`src/pkg/adcb_consts.svh`:
```
// constants for the converter result byte output block
//
// Function
// - latched magnitude, 16 or 14 bits, sign, overrange
// - single conversions on request or continuous
// - sign valid even at zero count
// - status high integrate to latch, low auto-zero
// - sign output three-state, high for positive
// - data bits three-state, high means one
// - direct mode low enable with load drives bits 1-8
// - handshake mode low enable becomes flag output
// - 16-bit mid enable drives bits 9-16
// - 14-bit high enable drives 9-14, sign, overrange
// - 16-bit high enable drives sign, overrange only
// - mode pin selects direct or handshake transfer
// - load pin: master enable or load strobe
// - run/hold: continuous, or halt before integrate
`ifndef ADCB_CONSTS_SVH
`define ADCB_CONSTS_SVH

// apb register byte offsets
`define ADCB_OFF_CTRL    12'h000
`define ADCB_OFF_RESULT  12'h004
`define ADCB_OFF_IRQ_ST  12'h008
`define ADCB_OFF_IRQ_CLR 12'h00C
`define ADCB_OFF_IRQ_EN  12'h010
// field positions
`define ADCB_CTRL_START  0
`define ADCB_EVT_DONE    0
`define ADCB_EVT_HSDONE  1
`define ADCB_EVT_OVR     2
// reset values
`define ADCB_IRQ_EN_RST  3'h0
`define ADCB_SYNC_RST    8'hF0
// timing counts
`define ADCB_HALT_LEAD   7
`define ADCB_CONV_16     (1 << 17)
`define ADCB_CONV_14     (1 << 15)
`define ADCB_TICK_DIV    4
`define ADCB_CNT_W       20
// synchronised pin vector positions
`define ADCB_SY_MODE     0
`define ADCB_SY_RUN      1
`define ADCB_SY_PERMIT   2
`define ADCB_SY_COMP     3
`define ADCB_SY_BEN_LO   4
`define ADCB_SY_BEN_MID  5
`define ADCB_SY_BEN_HI   6
`define ADCB_SY_CEL      7

`endif

```
`src/pkg/adcb_pkg.sv`:
```
// types shared by the result byte output block
`default_nettype none
`include "adcb_consts.svh"
package adcb_pkg;
  typedef enum logic [1:0] {
    ADCB_PH_AZ  = 2'h0,
    ADCB_PH_INT = 2'h1,
    ADCB_PH_DE  = 2'h3
  } adcb_phase_t;

  typedef enum logic [1:0] {
    ADCB_HS_IDLE = 2'h0,
    ADCB_HS_WAIT = 2'h1,
    ADCB_HS_SEND = 2'h3,
    ADCB_HS_GAP  = 2'h2
  } adcb_hs_t;

  typedef struct packed {
    logic [15:0] mag;
    logic        sign;
    logic        ovr;
  } adcb_result_t;

  typedef struct packed {
    adcb_phase_t             phase;
    logic [`ADCB_CNT_W-1:0] cnt;
    logic [`ADCB_CNT_W-1:0] dcnt;
    logic                    go;
    logic                    status;
    logic                    done;
    adcb_result_t            res;
  } adcb_seq_st_t;

  typedef struct packed {
    logic [7:0]   s1;
    logic [7:0]   s2;
    logic         mode_prev;
    logic [7:0]   div;
    logic         tick;
    logic         start;
    adcb_result_t res;
    logic [15:0]  data;
    logic [15:0]  data_oe;
    logic         sign_oe;
    logic         ovr_oe;
    logic [2:0]   ben_out;
    logic [2:0]   ben_oe;
    logic         cel_out;
    logic         cel_oe;
    adcb_hs_t     hs;
    logic [1:0]   idx;
    logic [2:0]   irq_st;
    logic [2:0]   irq_en;
    logic         irq;
    logic [31:0]  prdata;
    logic         pready;
    logic         pslverr;
  } adcb_top_st_t;
endpackage : adcb_pkg
`default_nettype wire

```
`src/logic/adcb_byte_out.sv`:
```
// result byte output: direct and handshake transfer, apb, interrupt
//
// The APB interface to the registers and the placing of the registers are this design's own decisions.
`timescale 1ns/1ps
`default_nettype none
`include "adcb_consts.svh"
module adcb_byte_out
  import adcb_pkg::*;
#(
  parameter int RES_BITS    = 16,
  parameter int CONV_COUNTS = `ADCB_CONV_16,
  parameter int TICK_DIV    = `ADCB_TICK_DIV
) (
  input  wire logic        pclk,
  input  wire logic        presetn,
  input  wire logic        psel,
  input  wire logic        penable,
  input  wire logic        pwrite,
  input  wire logic [11:0] paddr,
  input  wire logic [31:0] pwdata,
  output logic [31:0]      prdata,
  output logic             pready,
  output logic             pslverr,
  output logic             irq,
  input  wire logic        mode,
  input  wire logic        run_hold_select,
  input  wire logic        transmit_permit,
  input  wire logic        comparator_in,
  output logic             conversion_status,
  output logic [15:0]      data_out,
  output logic [15:0]      data_oe,
  output logic             sign_out,
  output logic             sign_oe,
  output logic             overrange_out,
  output logic             overrange_oe,
  input  wire logic        low_byte_enable_in,
  output logic             low_byte_enable_out,
  output logic             low_byte_enable_oe,
  input  wire logic        mid_byte_enable_in,
  output logic             mid_byte_enable_out,
  output logic             mid_byte_enable_oe,
  input  wire logic        high_byte_enable_in,
  output logic             high_byte_enable_out,
  output logic             high_byte_enable_oe,
  input  wire logic        chip_enable_load_in,
  output logic             chip_enable_load_out,
  output logic             chip_enable_load_oe
);
  localparam bit RES14 = (RES_BITS == 14);
  localparam logic [1:0] LAST_IDX = RES14 ? 2'h1 : 2'h2;
  localparam logic [7:0] DIV_END = 8'(TICK_DIV - 1);

  adcb_top_st_t q;
  adcb_top_st_t n;
  adcb_result_t seq_res;
  logic         seq_status;
  logic         seq_done;

  // converter timing and result counting
  adcb_phase_seq #(
    .CONV_COUNTS (CONV_COUNTS)
  ) u_seq (
    .pclk    (pclk),
    .presetn (presetn),
    .tick    (q.tick),
    .run     (q.s2[`ADCB_SY_RUN]),
    .start   (q.start),
    .comp    (q.s2[`ADCB_SY_COMP]),
    .result  (seq_res),
    .status  (seq_status),
    .done    (seq_done)
  );

  logic       m_hs;
  logic       permit;
  logic       cel;
  logic       hs_go;
  logic [1:0] grp;
  logic [2:0] grp_en;
  logic [2:0] evt;
  logic [2:0] clr;

  always_comb
  begin
    n = q;
    n.start = 1'b0;
    evt = '0;
    clr = '0;
    // pins cross in through two flops each
    n.s1 = {chip_enable_load_in, high_byte_enable_in,
            mid_byte_enable_in, low_byte_enable_in, comparator_in,
            transmit_permit, run_hold_select, mode};
    n.s2 = q.s1;
    // pins stay outputs until a pulse-started transfer has finished
    m_hs = q.s2[`ADCB_SY_MODE] || (q.hs != ADCB_HS_IDLE);
    permit = q.s2[`ADCB_SY_PERMIT];
    cel = q.s2[`ADCB_SY_CEL];
    n.mode_prev = q.s2[`ADCB_SY_MODE];

    // converter count enable
    n.tick = (q.div == DIV_END);
    n.div = n.tick ? 8'h00 : q.div + 8'h01;

    // result stays latched until the next conversion completes
    if (seq_done)
    begin
      n.res = seq_res;
      evt[`ADCB_EVT_DONE] = 1'b1;
      evt[`ADCB_EVT_OVR] = seq_res.ovr;
    end

    // handshake entry at completion, or at once on a mode pulse
    hs_go = q.s2[`ADCB_SY_MODE] && (seq_done || !q.mode_prev);
    unique case (q.hs)
      ADCB_HS_IDLE:
        if (hs_go)
        begin
          n.hs = ADCB_HS_WAIT;
          n.idx = 2'h0;
        end
      ADCB_HS_WAIT:
        if (permit && q.tick)
          n.hs = ADCB_HS_SEND;
      ADCB_HS_SEND:
        if (q.tick)
          n.hs = ADCB_HS_GAP;
      ADCB_HS_GAP:
        if (q.tick)
        begin
          if (q.idx == LAST_IDX)
          begin
            n.hs = ADCB_HS_IDLE;
            evt[`ADCB_EVT_HSDONE] = 1'b1;
          end
          else
          begin
            n.idx = q.idx + 2'h1;
            n.hs = ADCB_HS_WAIT;
          end
        end
    endcase
    // on the short variant the second byte is the high group
    grp = (RES14 && q.idx == 2'h1) ? 2'h2 : q.idx;
    if (m_hs)
      grp_en = (q.hs == ADCB_HS_SEND) ? 3'(3'h1 << grp) : 3'h0;
    else
      // enables are active low, load pin is a master disable
      grp_en = {~q.s2[`ADCB_SY_BEN_HI], ~q.s2[`ADCB_SY_BEN_MID],
                ~q.s2[`ADCB_SY_BEN_LO]} & {3{~cel}};
    if (RES14)
      grp_en[1] = 1'b0;

    // per-bit drive: active-high data, undriven unless enabled
    n.data = q.res.mag;
    for (int i = 0; i < 16; i++)
    begin
      if (i < 8)
        n.data_oe[i] = grp_en[0];
      else if (i >= RES_BITS)
        n.data_oe[i] = 1'b0;
      else if (RES14)
        n.data_oe[i] = grp_en[2];
      else
        n.data_oe[i] = grp_en[1];
    end
    n.sign_oe = grp_en[2];
    n.ovr_oe = grp_en[2];

    // handshake turns the load pin and the enables into outputs, except the mid enable on the 14-bit variant
    n.ben_oe = m_hs ? (RES14 ? 3'h5 : 3'h7) : 3'h0;
    n.ben_out = ~grp_en | {3{~m_hs}};
    n.cel_oe = m_hs;
    n.cel_out = !(m_hs && q.hs == ADCB_HS_SEND);

    // apb: one wait state so read data leaves a flop
    if (psel && penable && !q.pready)
    begin
      n.pready = 1'b1;
      n.pslverr = 1'b0;
      n.prdata = '0;
      unique case (paddr)
        `ADCB_OFF_CTRL, `ADCB_OFF_IRQ_CLR:
          n.prdata = 32'h0;                         // write-only
        `ADCB_OFF_RESULT:
          n.prdata = {13'h0000, seq_status, q.res.ovr, q.res.sign,
                      q.res.mag};
        `ADCB_OFF_IRQ_ST:
          n.prdata = {29'h0, q.irq_st};
        `ADCB_OFF_IRQ_EN:
          n.prdata = {29'h0, q.irq_en};
        default:
          n.pslverr = 1'b1;
      endcase
    end
    else if (psel && penable && q.pready)
    begin
      n.pready = 1'b0;
      n.pslverr = 1'b0;
      if (pwrite && !q.pslverr)
      begin
        unique case (paddr)
          `ADCB_OFF_CTRL:
            n.start = pwdata[`ADCB_CTRL_START];
          `ADCB_OFF_IRQ_CLR:
            clr = pwdata[2:0];
          `ADCB_OFF_IRQ_EN:
            n.irq_en = pwdata[2:0];
          default:
            n.start = 1'b0;
        endcase
      end
    end

    // sticky events: a new event beats a clear in the same cycle
    n.irq_st = (q.irq_st & ~clr) | evt;
    n.irq = |(n.irq_st & n.irq_en);
  end

  always_ff @(posedge pclk or negedge presetn)
  begin
    if (!presetn)
    begin
      q <= '0;
      // enable and load pins idle high: no false enable after reset
      q.s1 <= `ADCB_SYNC_RST;
      q.s2 <= `ADCB_SYNC_RST;
      q.ben_out <= 3'h7;
      q.cel_out <= 1'b1;
      q.irq_en <= `ADCB_IRQ_EN_RST;
    end
    else
      q <= n;
  end

  // pins and bus answers straight from flops
  assign prdata = q.prdata;
  assign pready = q.pready;
  assign pslverr = q.pslverr;
  assign irq = q.irq;
  assign conversion_status = seq_status;
  assign data_out = q.data;
  assign data_oe = q.data_oe;
  assign sign_out = q.res.sign;
  assign sign_oe = q.sign_oe;
  assign overrange_out = q.res.ovr;
  assign overrange_oe = q.ovr_oe;
  assign low_byte_enable_out = q.ben_out[0];
  assign low_byte_enable_oe = q.ben_oe[0];
  assign mid_byte_enable_out = q.ben_out[1];
  assign mid_byte_enable_oe = q.ben_oe[1];
  assign high_byte_enable_out = q.ben_out[2];
  assign high_byte_enable_oe = q.ben_oe[2];
  assign chip_enable_load_out = q.cel_out;
  assign chip_enable_load_oe = q.cel_oe;

  // refuse widths and rates that the logic cannot serve
  if (RES_BITS != 16 && RES_BITS != 14)
  begin : g_bad_res
    $error("adcb_byte_out: RES_BITS must be 14 or 16");
  end
  if (TICK_DIV < 1 || TICK_DIV > 256)
  begin : g_bad_div
    $error("adcb_byte_out: TICK_DIV out of range");
  end
  if (CONV_COUNTS > (2 << RES_BITS))
  begin : g_bad_span
    $error("adcb_byte_out: full scale wider than the result");
  end
endmodule : adcb_byte_out
`default_nettype wire

```
`src/logic/adcb_phase_seq.sv`:
```
// conversion phase sequencer: auto-zero, integrate, deintegrate
`timescale 1ns/1ps
`default_nettype none
`include "adcb_consts.svh"
module adcb_phase_seq
  import adcb_pkg::*;
#(
  parameter int CONV_COUNTS = `ADCB_CONV_16
) (
  input  wire logic   pclk,
  input  wire logic   presetn,
  input  wire logic   tick,
  input  wire logic   run,
  input  wire logic   start,
  input  wire logic   comp,
  output adcb_result_t result,
  output logic         status,
  output logic         done
);
  localparam int CW = `ADCB_CNT_W;
  localparam logic [CW-1:0] LAST = CW'(CONV_COUNTS - 1);
  localparam logic [CW-1:0] INT_END = CW'(CONV_COUNTS / 4 - 1);
  localparam logic [CW-1:0] FS_END = CW'(CONV_COUNTS / 2 - 1);
  localparam logic [CW-1:0] HALT = CW'(CONV_COUNTS - `ADCB_HALT_LEAD);

  adcb_seq_st_t q;
  adcb_seq_st_t n;

  // one step of the sequence per converter count
  always_comb
  begin
    n = q;
    n.done = 1'b0;
    if (start)
      n.go = 1'b1;
    if (tick)
    begin
      unique case (q.phase)
        ADCB_PH_AZ:
          if (q.cnt == HALT && !run && !q.go)
            n.cnt = q.cnt;
          else if (q.cnt == LAST)
          begin
            n.phase = ADCB_PH_INT;
            n.cnt = '0;
            n.go = 1'b0;
          end
          else
            n.cnt = q.cnt + 1'b1;
        ADCB_PH_INT:
        begin
          n.cnt = q.cnt + 1'b1;
          if (q.cnt == INT_END)
          begin
            n.phase = ADCB_PH_DE;
            n.dcnt = '0;
            n.res.sign = comp;
          end
        end
        ADCB_PH_DE:
        begin
          n.cnt = q.cnt + 1'b1;
          n.dcnt = q.dcnt + 1'b1;
          // crossing or full scale ends deintegration and latches
          if (comp != q.res.sign || q.dcnt == FS_END)
          begin
            n.phase = ADCB_PH_AZ;
            n.res.mag = q.dcnt[15:0];
            n.res.ovr = (comp == q.res.sign);
            n.done = 1'b1;
          end
        end
        // the unused code falls back to auto-zero
        default:
          n.phase = ADCB_PH_AZ;
      endcase
    end
    n.status = (n.phase != ADCB_PH_AZ);
  end

  always_ff @(posedge pclk or negedge presetn)
  begin
    if (!presetn)
    begin
      q <= '0;
      q.cnt <= HALT;
    end
    else
      q <= n;
  end

  assign result = q.res;
  assign status = q.status;
  assign done = q.done;

  // refuse counts that the phase counters cannot hold
  if (CONV_COUNTS < 64 || CONV_COUNTS % 4 != 0 ||
      CONV_COUNTS >= (1 << CW))
  begin : g_bad_conv
    $error("adcb_phase_seq: CONV_COUNTS unusable");
  end
endmodule : adcb_phase_seq
`default_nettype wire

```
`config.mk`:
```
export PLATFORM = sky130hd
export DESIGN_NAME = adcb_byte_out
export DESIGN_NICKNAME = d
export VERILOG_FILES = /design/src/pkg/adcb_pkg.sv /design/src/logic/adcb_byte_out.sv /design/src/logic/adcb_phase_seq.sv
export VERILOG_INCLUDE_DIRS = /design/src /design/src/pkg
export SDC_FILE = /design/constraint.sdc
export NUM_CORES = 1
export LEC_CHECK = 0
export BUFFER_PORTS_ARGS = -buffer_cell sky130_fd_sc_hd__buf_2
export CAP_MARGIN = 5
export CELL_PAD_IN_SITES_DETAIL_PLACEMENT = 0
export CELL_PAD_IN_SITES_GLOBAL_PLACEMENT = 1
export CORE_UTILIZATION = 40
export CTS_BUF_LIST = sky130_fd_sc_hd__clkbuf_8
export CTS_CLUSTER_SIZE = 12
export DETAILED_ROUTE_END_ITERATION = 7
export GPL_TIMING_DRIVEN = 1
export MAX_ROUTING_LAYER = met4
export PLACE_DENSITY_LB_ADDON = 0.3
export RECOVER_POWER = 25
export SYNTH_ARGS = -nofsm -noshare
export SYNTH_HDL_FRONTEND = slang
export SYNTH_HIERARCHICAL = 1
export SYNTH_SLANG_ARGS = --single-unit
```
`constraint.sdc`:
```
create_clock -name pclk -period 5.2 [get_ports pclk]
set_input_delay 0 -clock pclk [delete_from_list [all_inputs] [get_ports pclk]]
set_output_delay 0 -clock pclk [all_outputs]
set_load 0.05 [all_outputs]
```
==> After elaboration in Yosys (flattened, before gate mapping) <==
Index checks and enable logic that the tools add are counted.
{ "totals": {"reg_bits": 187, "input_bits": 57, "out_inout_bits": 80, "elab_cells": 165} }
{ "op_classes": {"add_sub_neg": 4, "eq_ne": 24, "shift": 1, "n_mux": 55, "bitwise_logic": 12, "reduce_logical": 36} }
{ "op_table": {"columns": ["cell", "count"], "rows": [
  ["one-hot mux 20 bit (2 select lines)", 2],
  ["2-to-1 mux 20 bit", 3],
  ["one-hot mux 19 bit (3 select lines)", 1],
  ["2-to-1 mux 43 bit", 1],
  ["adder 20 x 1 -> 20 bit, second input constant", 2],
  ["equality test 20 x 17 -> 1 bit, second input constant", 2],
  ["2-to-1 mux 17 bit", 2],
  ["2-to-1 mux 3 bit", 11],
  ["equality test 12 x 4 -> 1 bit, second input constant", 2],
  ["equality test 20 x 15 -> 1 bit, second input constant", 1],
  ["equality test 20 x 16 -> 1 bit, second input constant", 1],
  ["2-to-1 mux 1 bit", 19],
  ["2-to-1 mux 19 bit", 1],
  ["2-to-1 mux 2 bit", 9],
  ["equality test 12 x 3 -> 1 bit, second input constant", 1],
  ["equality test 12 x 5 -> 1 bit, second input constant", 1],
  ["zero test 12 bit", 1],
  ["inequality test 2 bit, second input constant", 6],
  ["AND reduction 3 bit", 4],
  ["nonzero test 2 bit", 6],
  ["AND 3 bit", 3],
  ["logical AND 1 bit", 9],
  ["adder 8 x 1 -> 8 bit, second input constant", 1],
  ["equality test 2 bit, second input constant", 4],
  ["other kinds (22)", 39]
]} }

==> Depth between registers and ports, before layout <==
{ "logic_depth": {"depth_word": 10, "mapped_depth": 8, "mapped_depth_nobuf": 6} }

==> Cells and area by module <==
The synthesis kept the hierarchy.
{ "by_module_without_submodules": {"columns": ["mod", "instances", "cells_per_inst", "area_each_um2", "seq_area_each_um2"], "rows": [
  ["adcb_byte_out", 1, 324, 4190.3, 2542.4],
  ["adcb_phase_seq", 1, 290, 3118.0, 1595.3]
]} }

==> Least setup slack after synthesis <==
Ideal clock, no wire load.
{ "synth_path": {"path_type": "flip-flop to flip-flop", "from": "register u_seq/q[53] in the netlist's numbering", "to": "register u_seq/q[52] in the netlist's numbering", "setup_time_ns": 0.082, "arrival_ns": 1.909, "t_required_ns": 5.118, "path_slack_ns": 3.210, "stages_incl_launch_ff": 7, "path_buffers": 1, "period_less_slack_ns": 1.990, "cell_sequence": "dfstp_2 -> and3_4 -> nand4b_4 -> or4_1 -> buf_2 -> and3_1 -> a211o_1"} }
{ "synth_via": {"elab_chain_len": 5} }
{ "synth_lines": {"columns": ["element", "line_no", "source"], "rows": [
  ["start, declared", "adcb_phase_seq.sv:26", "adcb_seq_st_t q;"],
  ["start signal, assigned", "adcb_phase_seq.sv:89", "q <= n;"],
  ["equality test 20 x 17 -> 1 bit", "adcb_phase_seq.sv:40", "if (q.cnt == HALT && !run && !q.go)"],
  ["logical AND 1 bit (2 in a row)", "adcb_phase_seq.sv:40", null],
  ["inequality test 2 bit (no line)", null, null],
  ["AND reduction 3 bit (no line)", null, null]
]} }
Several ways; a longest one is shown, not always the timed one. The select of a mux whose other input is x is not followed.
A chain may end at the register's enable or synchronous reset.

==> out/metrics.cfg <==
[logic_synthesis]
synthArstFlopShare_pct=100
netlist_instances=614
yosys_warnings=6
synth-xor-area-share_pct=4.19
synth_top_family_by_area=simple AND/OR/NAND/NOR gates
synth_top_area_cell=dfrtp_1
synth.avg_cell_area_um2=11.9
synthTopCellsByCount=137 x dfrtp_1, 86 x buf_4, 38 x nor2_1
synth_edf_count=0
synthTopCellsByArea=dfrtp_1 47%, dfstp_2 9.7%, buf_4 8.8%
synth_simple_gate_area_share_pct=13.9
yosysUniqueCellTypes=66
ys.flop_type=dfrtp_1
yosysMostFrequentCell=dfrtp_1
synthAdderAreaFrac_pct=1.20
syn_area_mm2=0.00731
synth_compound_area_share_pct=7.22
ys_ff_latch=164
synth.area.mux_share_pct=5.79
synth_top_area_share_pct=46.9
ys_seq_area_share_pct=56.6

[clock_tree]
clock-sinks=164
cts-root-buf=clkbuf_8
clk_path_buf_depth=2
cts_buffers=17
cts_setup_buffers=0
clk_pin_slew_worst_paths_ps=90
htree_num_levels=4
insertion_delay_ps=460
cts_tree=done

[detailed_routing]
first_pass_iters=6
drt_iter0_drc=197
drc=0
wl_per_cell_um=14.1
via_per_inst=4.90
routed_wirelength_um=12700
vias=4404
drt.antenna.violating_nets=0

[pwr]
peakVddDrop_v=0.000345
p_leak_uw=0.00397
powerDensity_mw_per_mm2=350

[critical_path]
crit_slowest_cell=dfrtp_1
cp_common_cell=dlygate4sd3_1
crit_type=reg -> reg
critPathBufInv=2
slowest_delay_ps=720
path_cells=nand2_1 > nand3_1 > dlygate4sd3_1 > o32a_2 > dlygate4sd3_1
path_max_fanout=20
r2r_start=u_seq/done$_DFF_PN0_
crit_family=buffers and inverters
arrival_ps=2930
end_kind=flop
cp-start-kind=flop
critical_path_required_ps=5540
cp-startpoint=u_seq/done$_DFF_PN0_

[cells_and_area]
regArea_mm2=0.00414
n_antenna_cell=0
multi_input_area_mm2=0.00241
synthToLayoutAreaGrowth_pct=8.94
drive_gt1_share_pct=31.9
fill_cells=1656
nets=721

[sta]
fin_crit_ps=2590
tightest_slew_ps=885
setup_viol=0
rsz0062_at_grt=false
fin_setup_tns_ps=0
fin_crit_sh_pct=49.9
timing.final.ws_setup_ps=2610
fmax_ghz=0.386
final-hold-violation-count=0
slew_violations=0
slew_headroom_pct=41.0
finClkSkew_ps=13.2
holdWs_ps=48.7

[worst_hold_path]
worstHoldPathType=in -> reg
hp-start=paddr[3]

[global_route]
grt_use_total_pct=14.8
antenna_found_initial=0
grt_first_pass_wirelength_um=20800
overflow=0
grt_pass1_vias=4226
grt_start_max_net_pins=83

[floorplan]
die_area_mm2=0.0188
num_io_pins=137
start_util_pct=40.7
fp.dieH_um=137
rows=49
fp.dieW_um=137
core_mm2=0.0180

[place]
place_ws_ps=2870
place_congestion=0.774
dp_hpwl_um=8640
port_buffers=94

[flow_run]
drv_cap=0

[run_status]
status=complete, no violations

[cells by family (layout without fill, tap and decap cells)]
family | Yosys count | count (layout)
fa+ha+maj | 7 | 7
other cells | 1 | 13
compound gates | 69 | 69
flops | 164 | 164
mux | 38 | 38
xor+xnor | 35 | 35
simple gates | 182 | 182
buf+inv | 118 | 162
[metal layers]
metal,global-route usage [%],vias up,wire (um)
li1,-,2118,-
met1,18.9,2180,6110
met2,22.4,92,5880
met3,4.05,14,551
met4,5.56,0,159
met5,-,-,0
[per-stage QoR]
step	total power (uW)	utilization (%)	std cells	area [um^2]
floorplan	1850	-	626	7350
global placement	1880	41.1	849	7390
detailed placement	1890	41.1	849	7390
CTS	2830	44.3	899	7960
global route	2920	44.3	899	7960
finish	2780	44.3	899	7960
[final cells by class]
type / instances / share of cell area, %
Inverter: 15 / 0.707
Tap cell: 229 / 3.60
Sequential cell: 164 / 52.0
Clock inverter: 15 / 2.06
Multi-Input combinational cell: 344 / 30.2
Timing Repair Buffer: 115 / 8.50
Clock buffer: 17 / 2.94
[path summary, 6_finish.rpt]
| path | depth (start not counted) | to | slack (ps) |
|---|---|---|---|
| worst max-delay path | 5 | q[40]$_DFF_PN0_ | 2610 |
| worst min-delay path | 4 | q[38]$_DFF_PN0_ | 50 |
| worst max register to register | 5 | q[40]$_DFF_PN0_ | 2610 |
| worst min register to register | 0 | q[117]$_DFF_PN0_ | 350 |
| max in group asynchronous | 3 | n[121]$_DFF_PN1_ | 4010 |
| min in group asynchronous | 2 | q[108]$_DFF_PN0_ | 120 |
[worst reg2reg max path, cell delays in order, from the launching register on]
cell           delay (ps)
dfrtp_1               720
nand2_1               230
nand3_1                80
dlygate4sd3_1         560
o32a_2                330
dlygate4sd3_1         560
[placed cells by master (no fill, tap or decap), types with 4 or more instances in the layout]
cell type and n:
nand3_1 21, inv_1 15, clkbuf_8 17, ha_1 7
inv_6 4, mux2i_1 4, nand2b_1 5, mux2_2 34
o21ai_0 13, conb_1 13, nor3_1 14, and3_1 15
inv_8 4, a21o_1 4, dfstp_2 27, a22o_1 18
dfrtp_1 137, xor2_1 21, nand4_1 11, a21oi_1 9
a211o_1 5, xnor2_1 14, or2_2 7, nor2_1 38
buf_2 91, dlygate4sd3_1 18, nand2_1 35
[power by group]
part	switching, uW	internal [uW]
registers	47.1	1330
clock network	511	401
logic	381	110
total	939	1850
[state kept, by name, summed over array words and instances, names as in the netlist]
register and cells:
u_seq/status 1, u_seq/done 1, sign_out 1, n 25, low_byte_enable_out 1, cel 1
pslverr 1, grp 2, mid_byte_enable_oe 1, data_out 16, chip_enable_load_out 1, overrange_out 1
u_seq/result 18, high_byte_enable_out 1, permit 1, q 24, pready 1, overrange_oe 1
u_seq/q 43, mid_byte_enable_out 1, data_oe 2, irq 1, prdata 19
[what timing repair did]
item,in CTS,in global routing
resized for setup,0,0
hold endpoints to repair,99,0
hold buffers,18,0
endpoints found under the setup margin,0,0
Power figures use the tool's default switching activity.
